File: config.mk
export PLATFORM = sky130hd
export DESIGN_NAME = bcd_branch_timing
export DESIGN_NICKNAME = d
export VERILOG_FILES = /design/src/logic/bcd_pkg.sv /design/src/logic/bcd_branch_timing.sv
export VERILOG_INCLUDE_DIRS = /design/src /design/src/logic
export SDC_FILE = /design/constraint.sdc
export NUM_CORES = 1
export LEC_CHECK = 0
export ABC_AREA = 1
export BUFFER_PORTS_ARGS = -buffer_cell sky130_fd_sc_hd__buf_2
export CAP_MARGIN = 20
export CORE_MARGIN = 5
export CORE_UTILIZATION = 45
export DETAILED_ROUTE_END_ITERATION = 8
export PLACE_DENSITY = 0.73
export SLEW_MARGIN = 20
export SYNTH_ARGS = -nofsm -noshare
export SYNTH_HDL_FRONTEND = slang
export SYNTH_SLANG_ARGS = --single-unit
File: constraint.sdc
create_clock -name clock_i -period 8.2 [get_ports clock_i]
set_input_delay 1.23 -clock clock_i [delete_from_list [all_inputs] [get_ports clock_i]]
set_output_delay 1.23 -clock clock_i [all_outputs]
set_load 0.005 [all_outputs]
File: src/logic/bcd_params.svh
// Purpose: Constants for the branch decode and instruction timing block.
// Assumes: One core clock; four clocks to an instruction cycle.
// Notes: Opcode patterns with don't-care bits are written in binary.
`ifndef BCD_PARAMS_SVH
`define BCD_PARAMS_SVH

`define BCD_CLOCK_MHZ          100
`define BCD_PHASE_COUNT        4
`define BCD_PHASE_RST          4'h1
`define BCD_TIMER_SLOW_DIV     4'hC
`define BCD_TIMER_FAST_DIV     4'h4
`define BCD_STRETCH_RST        3'h1
`define BCD_PC_RST             16'h0000

`define BCD_OP_JUMP_IF_BIT_CLEAR       8'h30
`define BCD_OP_JUMP_IF_BIT_SET_CLEAR   8'h10
`define BCD_OP_JUMP_INDIRECT           8'h73
`define BCD_OP_JUMP_IF_ACC_ZERO        8'h60
`define BCD_OP_JUMP_IF_ACC_NONZERO     8'h70
`define BCD_OP_CMP_JUMP_DIRECT         8'hB5
`define BCD_OP_CMP_JUMP_IMM            8'hB4
`define BCD_OP_CMP_JUMP_REG            8'b1011_1???
`define BCD_OP_CMP_JUMP_IND            8'b1011_011?
`define BCD_OP_DEC_JUMP_REG            8'b1101_1???
`define BCD_OP_DEC_JUMP_DIRECT         8'hD5
`define BCD_OP_NO_OPERATION            8'h00
`define BCD_OP_NO_OPERATION_ALT        8'hA5
`define BCD_OP_EXT_MOVE_DATA_POINTER   8'b111?_0000
`define BCD_OP_EXT_MOVE_INDIRECT       8'b111?_001?
`define BCD_OP_MOVE_DIRECT_DIRECT      8'h85
`define BCD_OP_MULTIPLY                8'hA4
`define BCD_OP_DIVIDE                  8'h84

`define BCD_BYTES_1            3'h1
`define BCD_BYTES_2            3'h2
`define BCD_BYTES_3            3'h3
`define BCD_CYC_1              4'h1
`define BCD_CYC_3              4'h3
`define BCD_CYC_4              4'h4
`define BCD_CYC_EXT_MOVE_BASE  4'h2
`define BCD_CYC_MULDIV         4'h5

`endif

File: src/logic/bcd_pkg.sv
// Purpose: Types shared by the branch decode and timing block and its bench.
// Assumes: Constants come from bcd_params.svh.
// Notes: Kind codes are plain binary; the sequencer states are one-hot.
package bcd_pkg;

  typedef enum logic [4:0] {
    BCD_K_OTHER        = 5'h00,
    BCD_K_NO_OPERATION = 5'h01,
    BCD_K_BIT_CLEAR    = 5'h02,
    BCD_K_BIT_SET_CLR  = 5'h03,
    BCD_K_JUMP_IND     = 5'h04,
    BCD_K_ACC_ZERO     = 5'h05,
    BCD_K_ACC_NONZERO  = 5'h06,
    BCD_K_CMP_DIRECT   = 5'h07,
    BCD_K_CMP_IMM      = 5'h08,
    BCD_K_CMP_REG      = 5'h09,
    BCD_K_CMP_IND      = 5'h0A,
    BCD_K_DEC_REG      = 5'h0B,
    BCD_K_DEC_DIRECT   = 5'h0C,
    BCD_K_EXT_MOVE     = 5'h0D,
    BCD_K_MOVE_DD      = 5'h0E,
    BCD_K_MULDIV       = 5'h0F
  } bcd_kind_t;

  typedef enum logic [2:0] {
    BCD_ST_OPCODE  = 3'b001,
    BCD_ST_OPERAND = 3'b010,
    BCD_ST_HOLD    = 3'b100
  } bcd_state_t;

  typedef struct packed {
    bcd_kind_t   kind;
    logic [2:0]  bytes;
    logic [3:0]  cycles;
  } bcd_dec_t;

  typedef struct packed {
    logic        en;
    logic        is_bit;
    logic        is_reg;
    logic [7:0]  addr;
    logic [7:0]  data;
  } bcd_wr_t;

  typedef struct packed {
    logic        valid;
    logic        taken;
    logic [15:0] next_pc;
  } bcd_exec_t;

endpackage

File: src/logic/bcd_branch_timing.sv
// Purpose: Opcode decode for the branch and no-operation group and the four-phase
//          instruction cycle sequencer of a small 8-bit core.
// Assumes: Program memory returns the requested byte by the edge ending phase four.
// Notes: The datapath must forward a pending write to a following instruction.
// Operation
// - Opcode 30 branches relative when direct bit is zero; three bytes, four cycles.
// - Opcode 10 branches when bit is one and clears it; three bytes, four cycles.
// - Opcode 73 jumps to accumulator plus active data pointer; one byte, three cycles.
// - Opcodes 60 and 70 branch on accumulator zero or nonzero; two bytes, three cycles.
// - Opcodes B5 and B4 compare accumulator with direct or immediate, branch if unequal.
// - Opcodes B8-BF and B6-B7 compare register or indirect with immediate, branch if unequal.
// - Opcodes D8-DF and D5 decrement operand and branch when the result is nonzero.
// - Opcodes 00 and A5 are one-byte, one-cycle no-operations without any effect.
// - Every instruction cycle lasts exactly four core clocks.
// - Each instruction finishes within one to nine cycles per its opcode count.
// - External data move takes two cycles plus the stretch value; direct-to-direct move takes three.
// - One instruction cycle per byte fetched; multiply and divide take extra cycles.
// - Timers advance every twelve clocks, or every four when configured fast.
// - Each instruction cycle splits into four one-clock phases driving events.
// - Instruction n executes while instruction n+1 is being fetched.
// - The data write of instruction n happens during the fetch of n+2.
// - Level interrupts are sampled on the edge ending phase three.
// - External data moves stretch by a three-bit value resetting to one.
`timescale 1ns/1ps
`default_nettype none
`include "bcd_params.svh"

module bcd_branch_timing (
  input  wire logic              clock_i,
  input  wire logic              rstn_i,
  input  wire logic [7:0]        code_data_i,
  input  wire logic [7:0]        acc_i,
  input  wire logic [15:0]       data_pointer_i,
  input  wire logic              bit_val_i,
  input  wire logic [7:0]        dir_val_i,
  input  wire logic [7:0]        reg_val_i,
  input  wire logic              irq_level_i,
  input  wire logic              timer_fast_i,
  input  wire logic              stretch_wr_i,
  input  wire logic [2:0]        stretch_data_i,
  output logic      [3:0]        phase_o,
  output logic                   code_rd_o,
  output logic      [15:0]       code_addr_o,
  output logic      [7:0]        opcode_o,
  output logic      [7:0]        operand_addr_o,
  output logic      [2:0]        reg_sel_o,
  output logic                   reg_ind_o,
  output logic                   irq_sample_o,
  output logic                   timer_tick_o,
  output logic      [2:0]        stretch_o,
  output bcd_pkg::bcd_exec_t     exec_o,
  output bcd_pkg::bcd_wr_t       wr_o
);
  import bcd_pkg::*;

  logic [3:0]  phase_ff;
  bcd_state_t  st_ff;
  bcd_state_t  nxt_st;
  logic [3:0]  icyc_ff;
  logic [3:0]  nxt_icyc;
  logic [15:0] pc_ff;
  logic [15:0] pc_seq;
  logic [15:0] nxt_pc;
  logic [7:0]  opcode_ff;
  logic [7:0]  b1_ff;
  logic [7:0]  b2_ff;
  logic [2:0]  reg_sel_ff;
  logic        reg_ind_ff;
  logic        code_rd_ff;
  logic [15:0] code_addr_ff;
  logic        irq_ff;
  logic [3:0]  tdiv_ff;
  logic [3:0]  tdiv_lim;
  logic        tick_ff;
  logic [2:0]  stretch_ff;
  bcd_exec_t   exec_ff;
  bcd_wr_t     pend_wr_ff;
  bcd_wr_t     wr_ff;
  bcd_wr_t     wr_new;
  bcd_dec_t    dec;
  logic [7:0]  dec_op;
  logic        end_cyc;
  logic        fetch_now;
  logic        instr_end;
  logic        taken;
  logic [7:0]  rel;
  logic [7:0]  dec_val;
  logic [15:0] rel_target;
  logic [15:0] target;

  function automatic bcd_dec_t decode(input logic [7:0] op, input logic [2:0] st);
    bcd_dec_t d;
    d = '{BCD_K_OTHER, `BCD_BYTES_1, `BCD_CYC_1};
    casez (op)
      `BCD_OP_JUMP_IF_BIT_CLEAR:     d = '{BCD_K_BIT_CLEAR, `BCD_BYTES_3, `BCD_CYC_4};
      `BCD_OP_JUMP_IF_BIT_SET_CLEAR: d = '{BCD_K_BIT_SET_CLR, `BCD_BYTES_3, `BCD_CYC_4};
      `BCD_OP_JUMP_INDIRECT:         d = '{BCD_K_JUMP_IND, `BCD_BYTES_1, `BCD_CYC_3};
      `BCD_OP_JUMP_IF_ACC_ZERO:      d = '{BCD_K_ACC_ZERO, `BCD_BYTES_2, `BCD_CYC_3};
      `BCD_OP_JUMP_IF_ACC_NONZERO:   d = '{BCD_K_ACC_NONZERO, `BCD_BYTES_2, `BCD_CYC_3};
      `BCD_OP_CMP_JUMP_DIRECT:       d = '{BCD_K_CMP_DIRECT, `BCD_BYTES_3, `BCD_CYC_4};
      `BCD_OP_CMP_JUMP_IMM:          d = '{BCD_K_CMP_IMM, `BCD_BYTES_3, `BCD_CYC_4};
      `BCD_OP_CMP_JUMP_REG:          d = '{BCD_K_CMP_REG, `BCD_BYTES_3, `BCD_CYC_4};
      `BCD_OP_CMP_JUMP_IND:          d = '{BCD_K_CMP_IND, `BCD_BYTES_3, `BCD_CYC_4};
      `BCD_OP_DEC_JUMP_REG:          d = '{BCD_K_DEC_REG, `BCD_BYTES_2, `BCD_CYC_3};
      `BCD_OP_DEC_JUMP_DIRECT:       d = '{BCD_K_DEC_DIRECT, `BCD_BYTES_3, `BCD_CYC_4};
      `BCD_OP_NO_OPERATION,
      `BCD_OP_NO_OPERATION_ALT:      d = '{BCD_K_NO_OPERATION, `BCD_BYTES_1, `BCD_CYC_1};
      // external move base count; stretch added.
      `BCD_OP_EXT_MOVE_DATA_POINTER,
      `BCD_OP_EXT_MOVE_INDIRECT: begin
        d = '{BCD_K_EXT_MOVE, `BCD_BYTES_1, `BCD_CYC_EXT_MOVE_BASE + {1'b0, st}};
      end
      `BCD_OP_MOVE_DIRECT_DIRECT:    d = '{BCD_K_MOVE_DD, `BCD_BYTES_3, `BCD_CYC_3};
      // multiply and divide exceed their byte count.
      `BCD_OP_MULTIPLY, `BCD_OP_DIVIDE: d = '{BCD_K_MULDIV, `BCD_BYTES_1, `BCD_CYC_MULDIV};
      default:                       d.kind = BCD_K_OTHER;
    endcase
    return d;
  endfunction

  // one-hot phase ring, one clock per phase.
  always_ff @(posedge clock_i or negedge rstn_i) begin
    if (!rstn_i) begin
      phase_ff <= `BCD_PHASE_RST;
    end else begin
      phase_ff <= {phase_ff[2:0], phase_ff[3]};
    end
  end

  // an instruction cycle ends with the fourth phase.
  assign end_cyc   = phase_ff[3];
  assign fetch_now = (st_ff != BCD_ST_HOLD);
  // The opcode is only in a register after the first cycle, so decode the bus then.
  assign dec_op    = (st_ff == BCD_ST_OPCODE) ? code_data_i : opcode_ff;
  assign dec       = decode(dec_op, stretch_ff);
  assign nxt_icyc  = icyc_ff + 4'h1;
  // completion follows the opcode's own cycle count.
  assign instr_end = end_cyc && (nxt_icyc == dec.cycles);
  // the address advances once per fetched byte.
  assign pc_seq    = pc_ff + {15'h0000, fetch_now};
  assign rel       = (dec.bytes == `BCD_BYTES_3) ? b2_ff : b1_ff;
  // signed offset from the following instruction.
  assign rel_target = pc_seq + {{8{rel[7]}}, rel};

  always_comb begin
    taken   = 1'b0;
    target  = rel_target;
    dec_val = 8'h00;
    wr_new  = '0;
    case (dec.kind)
      BCD_K_BIT_CLEAR: taken = !bit_val_i;
      // taken on a one bit, which is then cleared.
      BCD_K_BIT_SET_CLR: begin
        taken  = bit_val_i;
        wr_new = '{bit_val_i, 1'b1, 1'b0, b1_ff, 8'h00};
      end
      // indirect target from accumulator and pointer.
      BCD_K_JUMP_IND: begin
        taken  = 1'b1;
        target = data_pointer_i + {8'h00, acc_i};
      end
      BCD_K_ACC_ZERO:    taken = (acc_i == 8'h00);
      BCD_K_ACC_NONZERO: taken = (acc_i != 8'h00);
      BCD_K_CMP_DIRECT: taken = (acc_i != dir_val_i);
      BCD_K_CMP_IMM:    taken = (acc_i != b1_ff);
      BCD_K_CMP_REG, BCD_K_CMP_IND: taken = (reg_val_i != b1_ff);
      BCD_K_DEC_REG: begin
        dec_val = reg_val_i - 8'h01;
        taken   = (dec_val != 8'h00);
        wr_new  = '{1'b1, 1'b0, 1'b1, {5'h00, reg_sel_ff}, dec_val};
      end
      BCD_K_DEC_DIRECT: begin
        dec_val = dir_val_i - 8'h01;
        taken   = (dec_val != 8'h00);
        wr_new  = '{1'b1, 1'b0, 1'b0, b1_ff, dec_val};
      end
      default: taken = 1'b0;
    endcase
  end

  // the branch resolves only at the last listed cycle, taken or not.
  assign nxt_pc = (instr_end && taken) ? target : pc_seq;

  always_comb begin
    if (instr_end) begin
      nxt_st = BCD_ST_OPCODE;
    end else if ({1'b0, nxt_icyc} < {2'b00, dec.bytes}) begin
      nxt_st = BCD_ST_OPERAND;
    end else begin
      nxt_st = BCD_ST_HOLD;
    end
  end

  // sequencer steps once per instruction cycle.
  always_ff @(posedge clock_i or negedge rstn_i) begin
    if (!rstn_i) begin
      st_ff   <= BCD_ST_OPCODE;
      icyc_ff <= 4'h0;
      pc_ff   <= `BCD_PC_RST;
    end else if (end_cyc) begin
      st_ff   <= nxt_st;
      icyc_ff <= instr_end ? 4'h0 : nxt_icyc;
      pc_ff   <= nxt_pc;
    end
  end

  // capture one byte per fetching instruction cycle.
  always_ff @(posedge clock_i or negedge rstn_i) begin
    if (!rstn_i) begin
      opcode_ff  <= 8'h00;
      b1_ff      <= 8'h00;
      b2_ff      <= 8'h00;
      reg_sel_ff <= 3'h0;
      reg_ind_ff <= 1'b0;
    end else if (end_cyc && fetch_now) begin
      case (icyc_ff)
        4'h0: begin
          opcode_ff  <= code_data_i;
          // low opcode bits pick the working or pointer register.
          reg_sel_ff <= code_data_i[3] ? code_data_i[2:0] : {2'b00, code_data_i[0]};
          reg_ind_ff <= !code_data_i[3];
        end
        4'h1: begin
          b1_ff <= code_data_i;
        end
        default: begin
          b2_ff <= code_data_i;
        end
      endcase
    end
  end

  // the fetch strobe is a phase one event.
  always_ff @(posedge clock_i or negedge rstn_i) begin
    if (!rstn_i) begin
      code_rd_ff   <= 1'b1;
      code_addr_ff <= `BCD_PC_RST;
    end else if (end_cyc) begin
      code_rd_ff   <= (nxt_st != BCD_ST_HOLD);
      code_addr_ff <= nxt_pc;
    end else begin
      code_rd_ff   <= 1'b0;
    end
  end

  // results of n are flagged valid for one clock, phase one of the first cycle of n+1.
  always_ff @(posedge clock_i or negedge rstn_i) begin
    if (!rstn_i) begin
      exec_ff <= '0;
    end else if (instr_end) begin
      exec_ff <= '{1'b1, taken, nxt_pc};
    end else begin
      exec_ff.valid <= 1'b0;
    end
  end

  // a write waits one instruction boundary, then pulses as n+2 is fetched.
  always_ff @(posedge clock_i or negedge rstn_i) begin
    if (!rstn_i) begin
      pend_wr_ff <= '0;
      wr_ff      <= '0;
    end else if (instr_end) begin
      pend_wr_ff <= wr_new;
      wr_ff      <= pend_wr_ff;
    end else begin
      wr_ff.en   <= 1'b0;
    end
  end

  // sampled on the edge that closes phase three.
  always_ff @(posedge clock_i or negedge rstn_i) begin
    if (!rstn_i) begin
      irq_ff <= 1'b0;
    end else if (phase_ff[2]) begin
      irq_ff <= irq_level_i;
    end
  end

  // prescale of twelve, or four in fast mode.
  assign tdiv_lim = timer_fast_i ? (`BCD_TIMER_FAST_DIV - 4'h1) : (`BCD_TIMER_SLOW_DIV - 4'h1);

  always_ff @(posedge clock_i or negedge rstn_i) begin
    if (!rstn_i) begin
      tdiv_ff <= 4'h0;
      tick_ff <= 1'b0;
    end else if (tdiv_ff >= tdiv_lim) begin
      tdiv_ff <= 4'h0;
      tick_ff <= 1'b1;
    end else begin
      tdiv_ff <= tdiv_ff + 4'h1;
      tick_ff <= 1'b0;
    end
  end

  // stretch value, changeable at any time, resets to one.
  always_ff @(posedge clock_i or negedge rstn_i) begin
    if (!rstn_i) begin
      stretch_ff <= `BCD_STRETCH_RST;
    end else if (stretch_wr_i) begin
      stretch_ff <= stretch_data_i;
    end
  end

  assign phase_o        = phase_ff;
  assign code_rd_o      = code_rd_ff;
  assign code_addr_o    = code_addr_ff;
  assign opcode_o       = opcode_ff;
  assign operand_addr_o = b1_ff;
  assign reg_sel_o      = reg_sel_ff;
  assign reg_ind_o      = reg_ind_ff;
  assign irq_sample_o   = irq_ff;
  assign timer_tick_o   = tick_ff;
  assign stretch_o      = stretch_ff;
  assign exec_o         = exec_ff;
  assign wr_o           = wr_ff;

endmodule // bcd_branch_timing

`default_nettype wire

==> reports/metrics.csv <==
stage,metric,value,unit
final_layout,diode count,0,
critical_path,slowest CP cell,inv_1,
timing,Final Setup Violations,0,
logic_synthesis,"count leader, synth",nand2_1,
timing,final worst-path cycle share,59.6,%
timing,Final Hold Vio Count,0,
detailed_routing,Initial DRT Pass Iterations,5,
critical_path,WS Path Type,primary input to register,
pwr,Seq pwr share,42.6,%
pwr,switching pwr,0.000363,W
timing,RSZ-0062 raised after global routing,false,
pwr,switch share,25.2,%
critical_path,crit-path leading delay family,simple AND/OR/NAND/NOR gates,
clock_tree,post_cts resized,0,
timing,worst slew pin tran,0.726,ns
timing,final-report max-slew violation count,0,
die,boundary pin count,140,
critical_path,Worst Path Required,8.50,ns
global_routing,met1 Usage GRT,35.0,%
critical_path,WP data arrival,5.19,ns
min_path,worst hold-check path type,register to register,
global_routing,initial antenna violation count,0,
detailed_routing,vias per cell,5.16,
global_routing,GR peak layer,met1,
logic_synthesis,ys flop type,dfrtp_1,
detailed_routing,DR DRC count,0,
logic_synthesis,Post-Syn Area per Cell,7.16,µm²
die,Die X-Extent,143,µm
timing,Slew HR,51.6,%
pwr,Combinational Power Share,8.1,%
critical_path,CP max stage delay,0.57,ns
timing,minimum clock period,4.89,ns
logic_synthesis,post-synthesis instance total,1115,
final_layout,Area Overhead vs Synth,17.1,%
placed_design,RD Place Congestion,0.983,
placed_design,Post-DP HPWL,17.8,mm
detailed_routing,final WL,23.2,mm
clock_tree,setup bufs post-CTS,0,
pwr,Clk network pwr share,49.2,%
clock_tree,H-tree depth,4,
final_layout,filler cell count,1637,
detailed_routing,DR vias,7631,
clock_tree,clock sink count,120,
critical_path,worst-path fanout max,68,
die,Rows,48,
logic_synthesis,synthesized flop and latch total,120,
logic_synthesis,top post-synthesis cells by area,"dfrtp_1 36%, nand2_1 19%, ha_1 5.6%",
pwr,Tot Pwr,0.00144,W
detailed_routing,DRT antenna net count,0,
global_routing,Overflow after GRT,0,
placed_design,IO buf count,139,
timing,Fmax achieved,0.205,GHz
timing,Total Neg Setup Slack,0,ns
logic_synthesis,top-area cell type share of the netlist area,36.4,%
die,die footprint,0.0205,mm²
critical_path,crit end category,register,
logic_synthesis,Syn. warnings,0,
logic_synthesis,synthesized area,0.00798,mm²
flow_run,Max-Cap Viols,0,
die,CORE AREA,0.0174,mm²
critical_path,cell mode on critical path,nand2_1,
global_routing,vias in the first global route,7119,
die,Initial Util,46.0,%
clock_tree,worst-skew pair later-pin latency,0.42,ns
clock_tree,CTS tree,built,
timing,Max Clock Skew,0.0135,ns
pwr,worst vdd ir,132,µV
logic_synthesis,"EDFF count, synth",0,
global_routing,first-pass GRT wire length,37.2,mm
clock_tree,hold buffer count at CTS,0,
logic_synthesis,most area-hungry cell type in the Yosys netlist,dfrtp_1,
global_routing,M3 GR Usage,5.43,%
logic_synthesis,sequential share of the synthesized area,37.7,%
clock_tree,clock slew at reported path FFs,0.06,ns
final_layout,share of cells above drive strength 1,16.3,%
pwr,Pwr per Cell Area,154,mW/mm²
clock_tree,clock root buffer,clkbuf_16,
pwr,Leak,5.35,nW
clock_tree,total CTS buffers,17,
logic_synthesis,Post-synth top cells,"402 x nand2_1, 116 x dfrtp_1, 102 x inv_1",
outcome,status,"finished, final reports clean",
logic_synthesis,Post-Syn Nets,1210,
pwr,Int Power,0.00108,W
critical_path,crit-path cells,"buf_2, inv_1, nand4_1, nand2_1, nand2_1, nor2_1, nand2_1, inv_1, nor2_1, nand2_1, a21oi_1, nor2_1, nand3_2, buf_4, inv_2, buf_4, nand2_4, nand2_1, nand2_1, nand2_1, nand2_1",
global_routing,met2 usage,32.6,%
die,Die Height,143,µm
critical_path,Bufs and invs on worst path,6,
global_routing,largest net degree at the start of global routing,83,
detailed_routing,DRT iter0 DRCs,749,
detailed_routing,drt wl/cell,15.7,µm
critical_path,CP Launch Type,primary input,
global_routing,gr usage total,23.1,%
logic_synthesis,share of flip-flops with an asynchronous set or reset,100,%
logic_synthesis,Yosys cell types,42,
clock_tree,clock tree buffer depth,2,
final_layout,# nets final,1337,
path summary, 6_finish.rpt:
kind / slack (ns) / cells after the start / from / end
min reg2reg: 0.37 / 0 / phase_o[1]$_DFF_PN0_ / phase_o[2]$_DFF_PN0_
min: 0.37 / 0 / phase_o[1]$_DFF_PN0_ / phase_o[2]$_DFF_PN0_
max reg2reg: 3.36 / 21 / st_ff[0]$_DFFE_PN1P_ / exec_o[3]$_DFFE_PN0P_
min in group asynchronous: 0.78 / 1 / rstn_i / reg_ind_o$_DFFE_PN0P_
max: 3.31 / 21 / code_data_i[7] / exec_o[3]$_DFFE_PN0P_
max in group asynchronous: 6.32 / 2 / rstn_i / code_addr_o[3]$_DFFE_PN0P_
power by group through the flow:
| stage | sequential, W | combinational, W | clock, W |
|---|---|---|---|
| final | 0.000614 | 0.000117 | 0.000709 |
| after global routing | 0.000616 | 0.000134 | 0.000750 |
| after CTS | 0.000614 | 0.000118 | 0.000718 |
| after detailed placement | 0.000625 | 0.000118 | 0 |
| after global placement | 0.000625 | 0.000114 | 0 |
| after floorplan | 0.000624 | 0.0000636 | 0 |
logic make-up (layout without fill, tap and decap cells):
group,after synthesis,in the layout,share of synthesized area (%)
AO/OA/AOI/OAI,147,147,9.87
adder cells (fa/ha/maj),38,38,6.14
flip-flops,120,120,37.7
multiplexers,4,4,0.564
AND/OR/NAND/NOR,613,613,32.5
buffers and inverters,143,283,7.71
XOR/XNOR,50,50,5.49
per-stage QoR:
step / instances / area, µm² / utilization, % / worst slack, ns / hold WS (ns)
4_1_cts: 1480 / 9350 / 53.9 / 3.38 / 0.368
6_report: 1480 / 9350 / 53.9 / 3.31 / 0.368
3_3_place_gp: 1448 / 8780 / 50.6 / 3.04 / 0.353
5_1_grt: 1480 / 9350 / 53.9 / 2.72 / 0.385
3_5_place_dp: 1448 / 8780 / 50.6 / 2.97 / 0.355
2_1_floorplan: 1115 / 7980 / - / 3.68 / 0.376
flip-flops by register name, indices dropped and copies added, names as in the netlist:
signal          count
wr_o               19
operand_addr_o      8
irq_sample_o        1
icyc_ff             4
reg_sel_o           2
st_ff               3
tdiv_ff             4
exec_o             18
reg_ind_o           1
code_rd_o           1
code_addr_o        16
opcode_o            8
timer_tick_o        1
stretch_o           3
pend_wr_ff         19
b2_ff               8
phase_o             4
placed cells by master, fill, tap and decap left out, types with 9 or more instances in the layout:
| cell type | n |
|---|---|
| nand2_1 | 402 |
| buf_2 | 138 |
| dfrtp_1 | 116 |
| inv_1 | 102 |
| o21ai_0 | 86 |
| nand3_1 | 83 |
| nor2_1 | 66 |
| a21oi_1 | 36 |
| ha_1 | 36 |
| xor2_1 | 35 |
| nand4_1 | 24 |
| clkbuf_16 | 17 |
| xnor2_1 | 15 |
| nor3_1 | 9 |
area by class of cell:
type	count	area [µm²]	share of cell area (%)
tap	225	282	3.01
clock buffer	19	443	4.74
timing repair buffer	143	732	7.83
clock inverter	13	123	1.31
inverter	108	405	4.34
multi-input combinational	852	4360	46.6
sequential	120	3010	32.2
per-layer routing:
metal	routed length, µm	vias to the layer above
met4	477	0
met5	0	-
met2	9640	253
li1	-	3876
met1	11400	3469
met3	1700	33
(Power assumes the default switching activity.)
